===== config.mk =====
export PLATFORM = sky130hd
export DESIGN_NAME = pssb_sequencer
export DESIGN_NICKNAME = d
export VERILOG_FILES = /design/src/hdl/pssb_pkg.sv /design/src/hdl/pssb_sequencer.sv
export SDC_FILE = /design/constraint.sdc
export NUM_CORES = 1
export LEC_CHECK = 0
export BUFFER_PORTS_ARGS = -buffer_cell sky130_fd_sc_hd__buf_4
export CAP_MARGIN = 10
export CORE_MARGIN = 2
export CORE_UTILIZATION = 63
export DETAILED_ROUTE_END_ITERATION = 6
export PLACE_DENSITY = 0.91
export SLEW_MARGIN = 20
export SYNTH_ARGS = -nofsm -noshare
export SYNTH_HDL_FRONTEND = slang
export SYNTH_SLANG_ARGS = --single-unit

===== constraint.sdc =====
create_clock -name sys_clk -period 8.9 [get_ports sys_clk]
set_clock_uncertainty 0.1 [all_clocks]
set_input_delay 1.335 -clock sys_clk [delete_from_list [all_inputs] [get_ports sys_clk]]
set_output_delay 1.335 -clock sys_clk [all_outputs]
set_load 0.05 [all_outputs]

===== src/hdl/pssb_pkg.sv =====
// How it works
// - Soft-start held discharged until line, bias and reference are good, then charges.
// - No primary pulses until soft-start passes its offset; then it sets duty.
// - Pulse ends when ramp exceeds lower of soft-start and error levels.
// - Forcing soft-start low collapses duty; release starts a fresh soft-start.
// - Phase A: high_drive_a with low_drive_b, then both high sides freewheel.
// - Phase B: high_drive_b with low_drive_a, then both low sides freewheel.
// - First setting gaps freewheel to active; second gaps active to freewheel.
// - No error current means the pulse runs to the maximum duty.
// - A fixed 30 ns minimum dead-time always applies.
// - Each leg A output's duty is capped at (period minus first gap) over two periods.
// - During the A diagonal transfer rectifier_a is on and rectifier_b off.
// - Opposite rectifier turns on a fixed 30 ns after a transfer pulse ends.
// - In steady freewheel both rectifier outputs are on.
// - At oscillator edge rectifier_a drops with high_drive_a, rectifier_b with low_drive_a.
// - Dead-time equals setting times 3 pF, setting valid 20k to 100k.
// - Only the first setting limits maximum duty.
// - Rectifier ramp held discharged until soft-start passes 2 V and error loop controls.
// - Rectifiers stay off until their ramp passes 1 V, then leading edge widens.
// - In rectifier soft-start both pulse late in freewheel; edge keeps the in-phase one.
// - In-phase rectifier held through transfer, dropped with the primary outputs.
// - Forcing the rectifier ramp low keeps both rectifier outputs off.
// - Hard faults drive every control output low at once.
`default_nettype none
package pssb_pkg;
  localparam int CLK_PERIOD_NS = 5;
  localparam int MIN_GAP_NS    = 30;
  localparam int SR_ON_GAP_NS  = 30;
  localparam int GAP_SCALE_PF  = 3;
  localparam int SET_MIN_KOHM  = 20;
  localparam int SET_MAX_KOHM  = 100;
  localparam int SET_W         = 7;
  localparam int TMR_W         = 8;
  localparam int MIN_GAP_CYC   = (MIN_GAP_NS + CLK_PERIOD_NS - 1) / CLK_PERIOD_NS;
  localparam int SR_ON_GAP_CYC = (SR_ON_GAP_NS + CLK_PERIOD_NS - 1) / CLK_PERIOD_NS;

  // Bridge sequencing states, Gray coded from IDLE through FREE; the FREE to PA step changes three bits.
  typedef enum logic [2:0] {
    PSSB_IDLE = 3'h0,
    PSSB_PA   = 3'h1,
    PSSB_ACT  = 3'h3,
    PSSB_AP   = 3'h2,
    PSSB_FREE = 3'h6
  } pssb_state_t;

  // Comparator and supply indications from the analog front end.
  typedef struct packed {
    logic line_ok;
    logic bias_ok;
    logic ref_ok;
    logic hard_fault;
    logic osc_clk;
    logic ss_above_offset;
    logic ss_above_2v;
    logic comp_in_control;
    logic ss_forced_low;
    logic ramp_above_ss;
    logic ramp_above_err;
    logic rectifier_ramp_level_above_1v;
    logic rectifier_ramp_level_forced_low;
    logic sr_window;
  } pssb_sense_t;

  // Gate and rectifier control outputs.
  typedef struct packed {
    logic high_drive_a;
    logic high_drive_b;
    logic low_drive_a;
    logic low_drive_b;
    logic rectifier_a;
    logic rectifier_b;
  } pssb_drive_t;

  // Converts a setting in kilohms to a gap in clock cycles, never below the minimum.
  function automatic logic [TMR_W-1:0] pssb_gap_cycles(input logic [SET_W-1:0] kohm);
    int k;
    int cyc;
    k = int'(kohm);
    if (k > SET_MAX_KOHM) begin
      k = SET_MAX_KOHM;
    end else if (k != 0 && k < SET_MIN_KOHM) begin
      k = SET_MIN_KOHM;
    end
    cyc = (k * GAP_SCALE_PF + CLK_PERIOD_NS - 1) / CLK_PERIOD_NS;
    if (cyc < MIN_GAP_CYC) begin
      cyc = MIN_GAP_CYC;
    end
    return cyc[TMR_W-1:0];
  endfunction
endpackage

`timescale 1ns/1ps
// Two-flop synchroniser for pin-level inputs.
module pssb_sync #(
  parameter int WIDTH = 1
) (
  input  wire logic             sys_clk,
  input  wire logic             rst_n,
  input  wire logic [WIDTH-1:0] async_in,
  output logic      [WIDTH-1:0] sync_out
);
  typedef struct packed {
    logic [WIDTH-1:0] s1;
    logic [WIDTH-1:0] s2;
  } pssb_sync_state_t;

  pssb_sync_state_t q_ff;
  pssb_sync_state_t nxt_q;

  if (WIDTH < 1) begin : g_chk
    $error("pssb_sync needs a width of at least one");
  end

  // First stage feeds only the second stage.
  always_comb begin
    nxt_q.s1 = async_in;
    nxt_q.s2 = q_ff.s1;
  end

  // Synchronous reset to all zero.
  always_ff @(posedge sys_clk) begin
    if (!rst_n) begin
      q_ff <= '0;
    end else begin
      q_ff <= nxt_q;
    end
  end

  assign sync_out = q_ff.s2;
endmodule
`default_nettype wire


===== src/hdl/pssb_sequencer.sv =====
`timescale 1ns/1ps
`default_nettype none
// Phase-shifted full-bridge gate and rectifier sequencer.
module pssb_sequencer #(
  parameter int SETTING_W = pssb_pkg::SET_W
) (
  input  wire logic                     sys_clk,
  input  wire logic                     rst_n,
  input  wire pssb_pkg::pssb_sense_t    sense_in,
  input  wire logic [SETTING_W-1:0]     first_gap_setting,
  input  wire logic [SETTING_W-1:0]     second_gap_setting,
  output pssb_pkg::pssb_drive_t         drive_out,
  output logic                          ss_discharge,
  output logic                          rectifier_ramp_discharge
);
  localparam int SENSE_W = $bits(pssb_pkg::pssb_sense_t);
  localparam int SYNC_W  = SENSE_W + 2 * SETTING_W;

  if (SETTING_W != pssb_pkg::SET_W) begin : g_chk_w
    $error("pssb_sequencer setting width must match the gap function");
  end
  if (((pssb_pkg::SET_MAX_KOHM * pssb_pkg::GAP_SCALE_PF) / pssb_pkg::CLK_PERIOD_NS)
      >= (1 << pssb_pkg::TMR_W)) begin : g_chk_t
    $error("pssb_sequencer gap timer too narrow");
  end

  typedef struct packed {
    pssb_pkg::pssb_state_t        st;
    logic                         phase_b;
    logic [pssb_pkg::TMR_W-1:0]   tmr;
    logic [pssb_pkg::TMR_W-1:0]   sr_tmr;
    logic                         osc_prev;
    logic                         from_free;
    logic                         sr_steady;
    logic                         sr_released;
    logic                         ss_dis;
    logic                         sr_dis;
    pssb_pkg::pssb_drive_t        drv;
  } pssb_seq_state_t;

  pssb_seq_state_t             q_ff;
  pssb_seq_state_t             nxt_q;
  pssb_pkg::pssb_sense_t       s;
  logic [SETTING_W-1:0]        set1;
  logic [SETTING_W-1:0]        set2;
  logic [SYNC_W-1:0]           sync_bus;
  logic                        osc_edge;
  logic                        stop;
  logic                        pwm_ok;
  logic                        pulse_end;
  logic                        sr_ok;
  logic [pssb_pkg::TMR_W-1:0]  gap1;
  logic [pssb_pkg::TMR_W-1:0]  gap2;

  // Every sense and setting input is brought into the clock domain first; reset is not synchronised.
  pssb_sync #(
    .WIDTH (SYNC_W)
  ) u_sync (
    .sys_clk  (sys_clk),
    .rst_n    (rst_n),
    .async_in ({sense_in, first_gap_setting, second_gap_setting}),
    .sync_out (sync_bus)
  );

  // Unpack the synchronised bus and derive shared conditions.
  assign s         = pssb_pkg::pssb_sense_t'(sync_bus[SYNC_W-1 -: SENSE_W]);
  assign set1      = sync_bus[2*SETTING_W-1 -: SETTING_W];
  assign set2      = sync_bus[SETTING_W-1:0];
  assign gap1      = pssb_pkg::pssb_gap_cycles(set1);
  assign gap2      = pssb_pkg::pssb_gap_cycles(set2);
  assign osc_edge  = s.osc_clk & ~q_ff.osc_prev;
  assign stop      = ~(s.line_ok & s.bias_ok & s.ref_ok) | s.hard_fault;
  assign pwm_ok    = ~stop & ~q_ff.ss_dis & s.ss_above_offset
                     & ~s.ss_forced_low;
  assign pulse_end = s.ramp_above_ss | s.ramp_above_err;
  assign sr_ok     = ~q_ff.sr_dis & s.rectifier_ramp_level_above_1v & ~s.rectifier_ramp_level_forced_low;

  // Next-state logic for sequencing, soft-start holds and outputs.
  always_comb begin
    logic ip_q;
    logic ot_q;
    logic ip_n;
    logic ot_n;
    logic open;
    ip_q = 1'b0;
    ot_q = 1'b0;
    ip_n = 1'b0;
    ot_n = 1'b0;
    open = 1'b0;
    nxt_q = q_ff;
    nxt_q.osc_prev = s.osc_clk;
    nxt_q.ss_dis = stop;
    if (q_ff.tmr != '0) begin
      nxt_q.tmr = q_ff.tmr - 1'b1;
    end
    if (q_ff.sr_tmr != '0) begin
      nxt_q.sr_tmr = q_ff.sr_tmr - 1'b1;
    end
    // Rectifier ramp release latch.
    if (stop || s.ss_forced_low) begin
      nxt_q.sr_released = 1'b0;
    end else if (s.ss_above_2v && s.comp_in_control) begin
      nxt_q.sr_released = 1'b1;
    end
    nxt_q.sr_dis = ~nxt_q.sr_released;
    if (!sr_ok) begin
      nxt_q.sr_steady = 1'b0;
    end
    // Bridge state machine; a new oscillator period wins over gap timing.
    case (q_ff.st)
      pssb_pkg::PSSB_IDLE: begin
        if (osc_edge) begin
          nxt_q.st = pssb_pkg::PSSB_PA;
          nxt_q.phase_b = 1'b0;
          nxt_q.tmr = gap1;
          nxt_q.from_free = 1'b0;
        end
      end
      pssb_pkg::PSSB_PA: begin
        if (osc_edge) begin
          nxt_q.phase_b = ~q_ff.phase_b;
          nxt_q.tmr = gap1;
          nxt_q.from_free = 1'b0;
        end else if (q_ff.tmr == '0) begin
          nxt_q.st = pulse_end ? pssb_pkg::PSSB_AP : pssb_pkg::PSSB_ACT;
          if (pulse_end) begin
            nxt_q.tmr = gap2;
            nxt_q.sr_tmr = pssb_pkg::TMR_W'(pssb_pkg::SR_ON_GAP_CYC);
            nxt_q.sr_steady = s.sr_window & sr_ok;
          end
        end
      end
      default: begin
        if (osc_edge) begin
          nxt_q.st = pssb_pkg::PSSB_PA;
          nxt_q.phase_b = ~q_ff.phase_b;
          nxt_q.tmr = gap1;
          nxt_q.from_free = (q_ff.st == pssb_pkg::PSSB_FREE);
        end else if (q_ff.st == pssb_pkg::PSSB_ACT && pulse_end) begin
          nxt_q.st = pssb_pkg::PSSB_AP;
          nxt_q.tmr = gap2;
          nxt_q.sr_tmr = pssb_pkg::TMR_W'(pssb_pkg::SR_ON_GAP_CYC);
          nxt_q.sr_steady = s.sr_window & sr_ok;
        end else if (q_ff.st == pssb_pkg::PSSB_AP && q_ff.tmr == '0) begin
          nxt_q.st = pssb_pkg::PSSB_FREE;
        end
      end
    endcase
    if (!pwm_ok) begin
      nxt_q.st = pssb_pkg::PSSB_IDLE;
    end
    // Primary gate pattern for the next state.
    nxt_q.drv = '0;
    case (nxt_q.st)
      pssb_pkg::PSSB_PA: begin
        nxt_q.drv.low_drive_b = ~nxt_q.phase_b & nxt_q.from_free;
        nxt_q.drv.high_drive_b = nxt_q.phase_b & nxt_q.from_free;
      end
      pssb_pkg::PSSB_ACT: begin
        nxt_q.drv.high_drive_a = ~nxt_q.phase_b;
        nxt_q.drv.low_drive_b = ~nxt_q.phase_b;
        nxt_q.drv.high_drive_b = nxt_q.phase_b;
        nxt_q.drv.low_drive_a = nxt_q.phase_b;
      end
      pssb_pkg::PSSB_AP: begin
        nxt_q.drv.high_drive_a = ~nxt_q.phase_b;
        nxt_q.drv.low_drive_a = nxt_q.phase_b;
      end
      pssb_pkg::PSSB_FREE: begin
        nxt_q.drv.high_drive_a = ~nxt_q.phase_b;
        nxt_q.drv.high_drive_b = ~nxt_q.phase_b;
        nxt_q.drv.low_drive_a = nxt_q.phase_b;
        nxt_q.drv.low_drive_b = nxt_q.phase_b;
      end
      default: begin
      end
    endcase
    // Rectifier pattern: in-phase follows the next transfer, other is its partner.
    ip_q = nxt_q.phase_b ? q_ff.drv.rectifier_b : q_ff.drv.rectifier_a;
    ot_q = nxt_q.phase_b ? q_ff.drv.rectifier_a : q_ff.drv.rectifier_b;
    open = (q_ff.sr_tmr == '0) & (nxt_q.sr_steady | s.sr_window);
    case (nxt_q.st)
      pssb_pkg::PSSB_PA: begin
        ip_n = nxt_q.from_free & ip_q;
      end
      pssb_pkg::PSSB_ACT: begin
        ip_n = ip_q | q_ff.sr_steady;
      end
      pssb_pkg::PSSB_AP, pssb_pkg::PSSB_FREE: begin
        if (q_ff.st == pssb_pkg::PSSB_AP || q_ff.st == pssb_pkg::PSSB_FREE) begin
          ip_n = ip_q | open;
          ot_n = ot_q | open;
        end else begin
          ip_n = nxt_q.sr_steady & ip_q;
        end
      end
      default: begin
      end
    endcase
    if (!sr_ok) begin
      ip_n = 1'b0;
      ot_n = 1'b0;
    end
    nxt_q.drv.rectifier_a = nxt_q.phase_b ? ot_n : ip_n;
    nxt_q.drv.rectifier_b = nxt_q.phase_b ? ip_n : ot_n;
  end

  // State register with synchronous reset; both soft-start nodes held discharged.
  always_ff @(posedge sys_clk) begin
    if (!rst_n) begin
      q_ff <= '0;
      q_ff.st <= pssb_pkg::PSSB_IDLE;
      q_ff.ss_dis <= 1'b1;
      q_ff.sr_dis <= 1'b1;
    end else begin
      q_ff <= nxt_q;
    end
  end

  assign drive_out = q_ff.drv;
  assign ss_discharge = q_ff.ss_dis;
  assign rectifier_ramp_discharge = q_ff.sr_dis;
endmodule
`default_nettype wire


# After elaboration in Yosys (flattened, before gate mapping)
# Index checks and enable logic that the tools add are counted.
[op_classes] muxes=50 div_mod_pow=2 bitwise=30 addsub=6 mul=2 eq_ne=8 magnitude_cmp=6 shifts=0 reduce_logical=18
[op_table] cell="32-bit by 4-bit adder with 32-bit output, second input constant" count=2
[op_table] cell="32-bit by 4-bit divider with 32-bit output, second input constant" count=2
[op_table] cell="32-bit by 4-bit < comparator with 1-bit output, second input constant" count=2
[op_table] cell="32-bit by 3-bit multiplier with 32-bit output, second input constant" count=2
[op_table] cell="8-bit two-way mux" count=8
[op_table] cell="32-bit by 2-bit subtractor with 32-bit output, second input constant" count=2
[op_table] cell="16-bit two-way mux" count=3
[op_table] cell="7-bit two-way mux" count=4
[op_table] cell="12-bit case mux with 2 select lines" count=1
[op_table] cell="1-bit two-way mux" count=22
[op_table] cell="3-bit two-way mux" count=6
[op_table] cell="8-bit zero test" count=2
[op_table] cell="8-bit case mux with 2 select lines" count=1
[op_table] cell="8-bit nonzero test" count=2
[op_table] cell="8-bit by 1-bit subtractor with 8-bit output, second input constant" count=2
[op_table] cell="1-bit bitwise AND" count=14
[op_table] cell="7-bit greater-than comparator, second input constant" count=2
[op_table] cell="7-bit by 5-bit < comparator with 1-bit output, second input constant" count=2
[op_table] cell="7-bit nonzero test" count=2
[op_table] cell="3-bit by 2-bit == test with 1-bit output, second input constant" count=4
[op_table] cell="12-bit two-way mux" count=1
[op_table] cell="1-bit NOT" count=10
[op_table] cell="1-bit case mux with 3 select lines" count=3
[op_table] cell="3-bit by 1-bit == test with 1-bit output, second input constant" count=2
[op_table] cell="other kinds (9)" count=21
[totals] output_inout_bits=8 inputBits=30 ram_bits=0 latchBits=0 wordCells=140 n_memories=0 rom_bits=0 ff_bits=88

# Depth between registers and ports, before layout
[logic_depth] word_depth=20 mapped_depth=42 mapped_depth_nobuf=39

# Cells and area by module
# From an unflattened synthesis, not the netlist that was laid out.
[unflattened] cells_unflattened=975 hier_area_um2=7611.0
[by_module_without_submodules] mod="pssb_sequencer" n_inst=1 cells_per_inst=857 seq_area_each_um2=640.6 area_each_um2=6078.3
[by_module_without_submodules] mod="pssb_sync" n_inst=1 cells_per_inst=118 seq_area_each_um2=1121.1 area_each_um2=1532.7

# Least setup slack after synthesis
# Ideal clock, no wire load.
[synth_timing] kind="flip-flop to flip-flop" from="reg u_sync.q_ff, in the netlist u_sync.sync_out[10]" to="reg q_ff[20] (netlist bit)" required_time_ns=8.740 period_less_slack_ns=8.059 path_slack_ns=0.841 setup_ns=0.060 path_stages_with_launch=36 arrival_ns=7.898 n_path_buf=1 cell_sequence="dfxtp_1 > or4_1 > nor2_1 > nor2_1 > a21oi_1 > nor3_1 > a21oi_1 > and2_1 > ha_1 > ha_1 > ha_1 > inv_1 > fa_1 > and2b_4 > o221a_2 > a21oi_1 > a21o_1 > ha_1 > or3_4 > a21oi_4 > nor4_4 > nor3_2 > o211ai_1 > a211oi_1 > nand3_1 > and2_4 > nor3_4 > buf_2 > xor2_1 > ha_1 > maj3_1 > a211o_1 > nand2b_1 > o221ai_2 > a311o_1 > and4bb_4"
[synth_between] elab_chain_len=12 word_cells_on_any_way=16 classes_between="2 x add/sub; 1 x mul; 1 x div; 3 x order compare; 7 x mux; 2 x reduce/logical"
[synth_lines] item="start, declared" line="pssb_pkg.sv:107" rtl="pssb_sync_state_t q_ff;"
[synth_lines] item="start signal, assigned" line="pssb_pkg.sv:125" rtl="q_ff <= nxt_q;"
[synth_lines] item="7-bit by 5-bit < comparator with 1-bit output / 7-bit nonzero test (equally long branches)" line="pssb_pkg.sv:81" rtl="end else if (k != 0 && k < SET_MIN_KOHM) begin"
[synth_lines] item="1-bit logical AND" line="pssb_pkg.sv:81"
[synth_lines] item="7-bit two-way mux" line="pssb_pkg.sv:81"
[synth_lines] item="7-bit two-way mux (*)" line="pssb_pkg.sv:79" rtl="if (k > SET_MAX_KOHM) begin"
[synth_lines] item="32-bit by 3-bit multiplier with 32-bit output (*)" line="pssb_pkg.sv:84" rtl="cyc = (k * GAP_SCALE_PF + CLK_PERIOD_NS - 1) / CLK_PERIOD_NS;"
[synth_lines] item="32-bit by 4-bit adder with 32-bit output (*)" line="pssb_pkg.sv:84"
[synth_lines] item="32-bit by 2-bit subtractor with 32-bit output (*)" line="pssb_pkg.sv:84"
[synth_lines] item="32-bit by 4-bit divider with 32-bit output (*)" line="pssb_pkg.sv:84"
[synth_lines] item="32-bit by 4-bit < comparator with 1-bit output" line="pssb_pkg.sv:85" rtl="if (cyc < MIN_GAP_CYC) begin"
[synth_lines] item="8-bit two-way mux (*)" line="pssb_pkg.sv:85"
[synth_lines] item="8-bit two-way mux, or another cell as far along" line="pssb_sequencer.sv:134" rtl="if (osc_edge) begin"
[synth_lines] item="12-bit case mux with 2 select lines (*)" line="pssb_sequencer.sv:110" rtl="case (q_ff.st)"
[synth_lines] item="end signal, assigned" line="pssb_sequencer.sv:216" rtl="q_ff <= nxt_q;"
[synth_lines] item="end, declared" line="pssb_sequencer.sv:41" rtl="pssb_seq_state_t q_ff;"
# Mark *: on every way between the ends. The rest lies on a longest branch, timed or not.
# A chain may end at the register's enable or synchronous reset.

# Worst setup path in the final report
[layout_timing] from="reg u_sync.q_ff, in the netlist u_sync.sync_out[11]" to="reg q_ff[20] (netlist bit)"
# The elaborated chain is that of the path after synthesis.

==> impl_metrics.csv <==
group,metric,value,unit
critical_path,crit_path_frequent_cell,"ha_1",
die,initial_core_util,0.651,
synthesis,synth_area,0.00753,mm²
clocking,cts_buffers,9,
final_layout,area_growth,9.72,%
clocking,cts_sinks,88,
global_route,grt_max_degree,65,
clocking,cts_tree,"yes",
critical_path,cp-start-kind,"flip-flop",
global_route,grt_use_met2,0.504,
synthesis,syn_area_per_cell,7.88,µm²
critical_path,crit_buf_inv,1,
clocking,h-tree-depth,3,
drt,drtAntennaViolNets,0,
clocking,cts-root-buf,"clkbuf_16",
power,power_leakage,0.00336,µW
clocking,path_clk_slew,0.07,ns
die,num_io_pins,38,
synthesis,ys_ff_latch,88,
sta,slew_headroom,0.289,
drt,viasPerCell,6.73,
critical_path,endpoint_kind,"flip-flop",
synthesis,synth-main-ff-cell,"dfxtp_1",
drt,vias,7509,
final_layout,diodes,0,
synthesis,seq_area_frac_synth,0.234,
critical_path,critPathTopFamily,"simple AND/OR/NAND/NOR gates",
sta,timing.hold.ws,0.332,ns
sta,slew_viol_final,0,
clocking,clockBufferDepth,2,
die,chipHeight,113,µm
final_layout,final_cell_mix,"nor2_1 (104), dfxtp_1 (88), nand2_1 (70)",
critical_path,crit_slowest_cell,"or4_1",
critical_path,cp.arrival,8.70,ns
global_route,grt_pass1_wl,31.3,mm
placement,dpl-instance-area,0.00781,mm²
synthesis,synthCells,956,
final_layout,layout-drive-gt1-share,0.152,
clocking,clk_latency,0.35,ns
drt,dr.pass1.iters,6,
global_route,grt_remaining_overflow,0,
global_route,antenna_found_initial,0,
global_route,met3_usage,0.0364,
synthesis,yosysWarnings,0,
die,core_area,0.0116,mm²
global_route,grt_util_met1,0.360,
sta,period_minus_slack,8.55,ns
critical_path,path_class,"reg2reg",
placement,place_hpwl,13.5,mm
final_layout,layout_commonest_cell,"nor2_1",
placement,port_buffers,37,
sta,worst_slew_pin_slew,1.06,ns
run_status,status,"finished, final reports clean",
synthesis,ys_types,114,
sta,fin_crit_sh,0.961,
sta,fmax,0.117,GHz
die,rows,39,
drt,routedWlPerCell,17.3,µm
drt,drt_iter0_drc,1168,
critical_path,cpPeakStageDelay,0.57,ns
synthesis,synth-edff-count,0,
synthesis,syn_nets,1035,
final_layout,nNetsFinal,1046,
critical_path,path_max_fanout,7,
drt,drt_wl_total,19.3,mm
clocking,hold_buffers,0,
placement,globalplace.congestion,0.973,
run,cap_violations,0,
global_route,grtUsageTotal,0.290,
final_layout,stdcell_area,0.00827,mm²
drt,drc,0,
global_route,top_usage_layer,"met2",
power,vdd_drop_max,216,µV
die,die_area,0.0128,mm²
min_path,hp-class,"reg2reg",
global_route,grt_pass1_vias,6878,
synthesis,async_reset_ff_frac,0,
power,powerDensity,272,mW/mm²
critical_path,cp.required,9.05,ns
die,dieWidth,113,µm
sta,finalHoldViolations,0,
final_layout,fillCellCount,835,
sta,setup_violations,0,
## metal layers
metal  vias to the layer above  wire [µm]
li1                       3543          -
met1                      3479       7750
met2                       405       9340
met3                        82       1540
met4                         0        692
met5                         -          0
## flip-flops by register name, indices dropped and copies added, names as in the netlist
| register | cells |
|---|---|
| rectifier_ramp_discharge | 1 |
| drive_out | 6 |
| u_sync.nxt_q | 28 |
| q_ff | 24 |
| ss_discharge | 1 |
| u_sync.sync_out | 28 |
## report_power, final
group          total, µW  switching, µW  internal (µW)
combinational       1390            825            561
clock                395            172            223
sequential           469           34.7            435
## what timing repair did
item | 4_1_cts | 5_1_grt
setup endpoints to repair | 0 | 2
buffers inserted | 0 | 3
gates resized for setup | 0 | 21
## worst reg2reg max path: cells and delay by family, from the launching register on
| kind | cells | cell delay (ns) |
|---|---|---|
| AOI/OAI and AO/OA | 11 | 2.84 |
| and+or+nand+nor | 16 | 3.30 |
| DFF | 1 | 0.35 |
| buffers and inverters | 1 | 0.06 |
| xor gates and xnor gates | 1 | 0.17 |
| adders and majority gates | 6 | 1.66 |
## cell usage after synthesis, types with 6 or more instances
| library cell | instances | share of area |
|---|---|---|
| a211o_1 | 6 | 0.0070 |
| a211oi_1 | 9 | 0.0090 |
| a21boi_0 | 6 | 0.0060 |
| a21o_1 | 8 | 0.0080 |
| a21oi_1 | 63 | 0.042 |
| a31oi_1 | 15 | 0.012 |
| and2_1 | 65 | 0.054 |
| and3_1 | 16 | 0.013 |
| buf_2 | 8 | 0.0053 |
| buf_4 | 8 | 0.0080 |
| clkbuf_1 | 29 | 0.014 |
| dfxtp_1 | 88 | 0.23 |
| ha_1 | 47 | 0.078 |
| inv_1 | 42 | 0.021 |
| mux2i_1 | 6 | 0.0080 |
| nand2_1 | 70 | 0.035 |
| nand2b_1 | 6 | 0.0050 |
| nand3_1 | 25 | 0.017 |
| nand4_1 | 7 | 0.0058 |
| nor2_1 | 104 | 0.052 |
| nor2b_1 | 7 | 0.0058 |
| nor3_1 | 29 | 0.019 |
| nor4_1 | 8 | 0.0066 |
| o211ai_1 | 12 | 0.012 |
| o21a_1 | 10 | 0.010 |
| o21ai_0 | 42 | 0.028 |
| o21ai_1 | 14 | 0.0093 |
| o221ai_1 | 6 | 0.0070 |
| o22ai_1 | 10 | 0.0083 |
| o31ai_1 | 6 | 0.0060 |
| or2_2 | 6 | 0.0050 |
| xnor2_1 | 15 | 0.017 |
| xor2_1 | 11 | 0.013 |
## stage by stage
| step | cells | TNS [ns] | total power (µW) | utilization | setup WS, ns |
|---|---|---|---|---|---|
| after floorplan | 956 | 0 | 1520 | - | 0.841 |
| after global placement | 1096 | 0 | 1730 | 0.675 | 0.566 |
| after detailed placement | 1096 | 0 | 1750 | 0.675 | 0.316 |
| after CTS | 1112 | 0 | 2160 | 0.702 | 0.250 |
| after global routing | 1115 | -0.143 | 2380 | 0.715 | -0.143 |
| final | 1115 | 0 | 2250 | 0.715 | 0.348 |
## cell type report
type / instances / area, µm² / share of cell area
Clock buffer: 9 / 225 / 0.0272
Clock inverter: 7 / 88.8 / 0.0107
Inverter: 44 / 165 / 0.0200
Multi-Input combinational cell: 776 / 5490 / 0.664
Sequential cell: 88 / 1760 / 0.213
Tap cell: 143 / 179 / 0.0216
Timing Repair Buffer: 48 / 360 / 0.0436
## worst paths after layout
check	cells past startpoint	end	slack, ns	start
worst max-delay path	35	q_ff[20]	0.35	u_sync.sync_out[11]
worst min-delay path	1	u_sync.sync_out[15]	0.33	u_sync.nxt_q[15]
worst max register to register	35	q_ff[20]	0.35	u_sync.sync_out[11]
worst min register to register	1	u_sync.sync_out[15]	0.33	u_sync.nxt_q[15]
## cell families (layout without fill, tap and decap cells)
group,after synthesis,count (layout),share of synthesized area
AO/OA/AOI/OAI,302,302,0.308
AND/OR/NAND/NOR,386,386,0.272
flip-flops,88,88,0.234
buffers and inverters,92,108,0.0541
multiplexers,7,7,0.00947
XOR/XNOR,27,27,0.0324
adder cells (fa/ha/maj),54,54,0.0902
No activity file was read; power rests on OpenSTA's default activity.
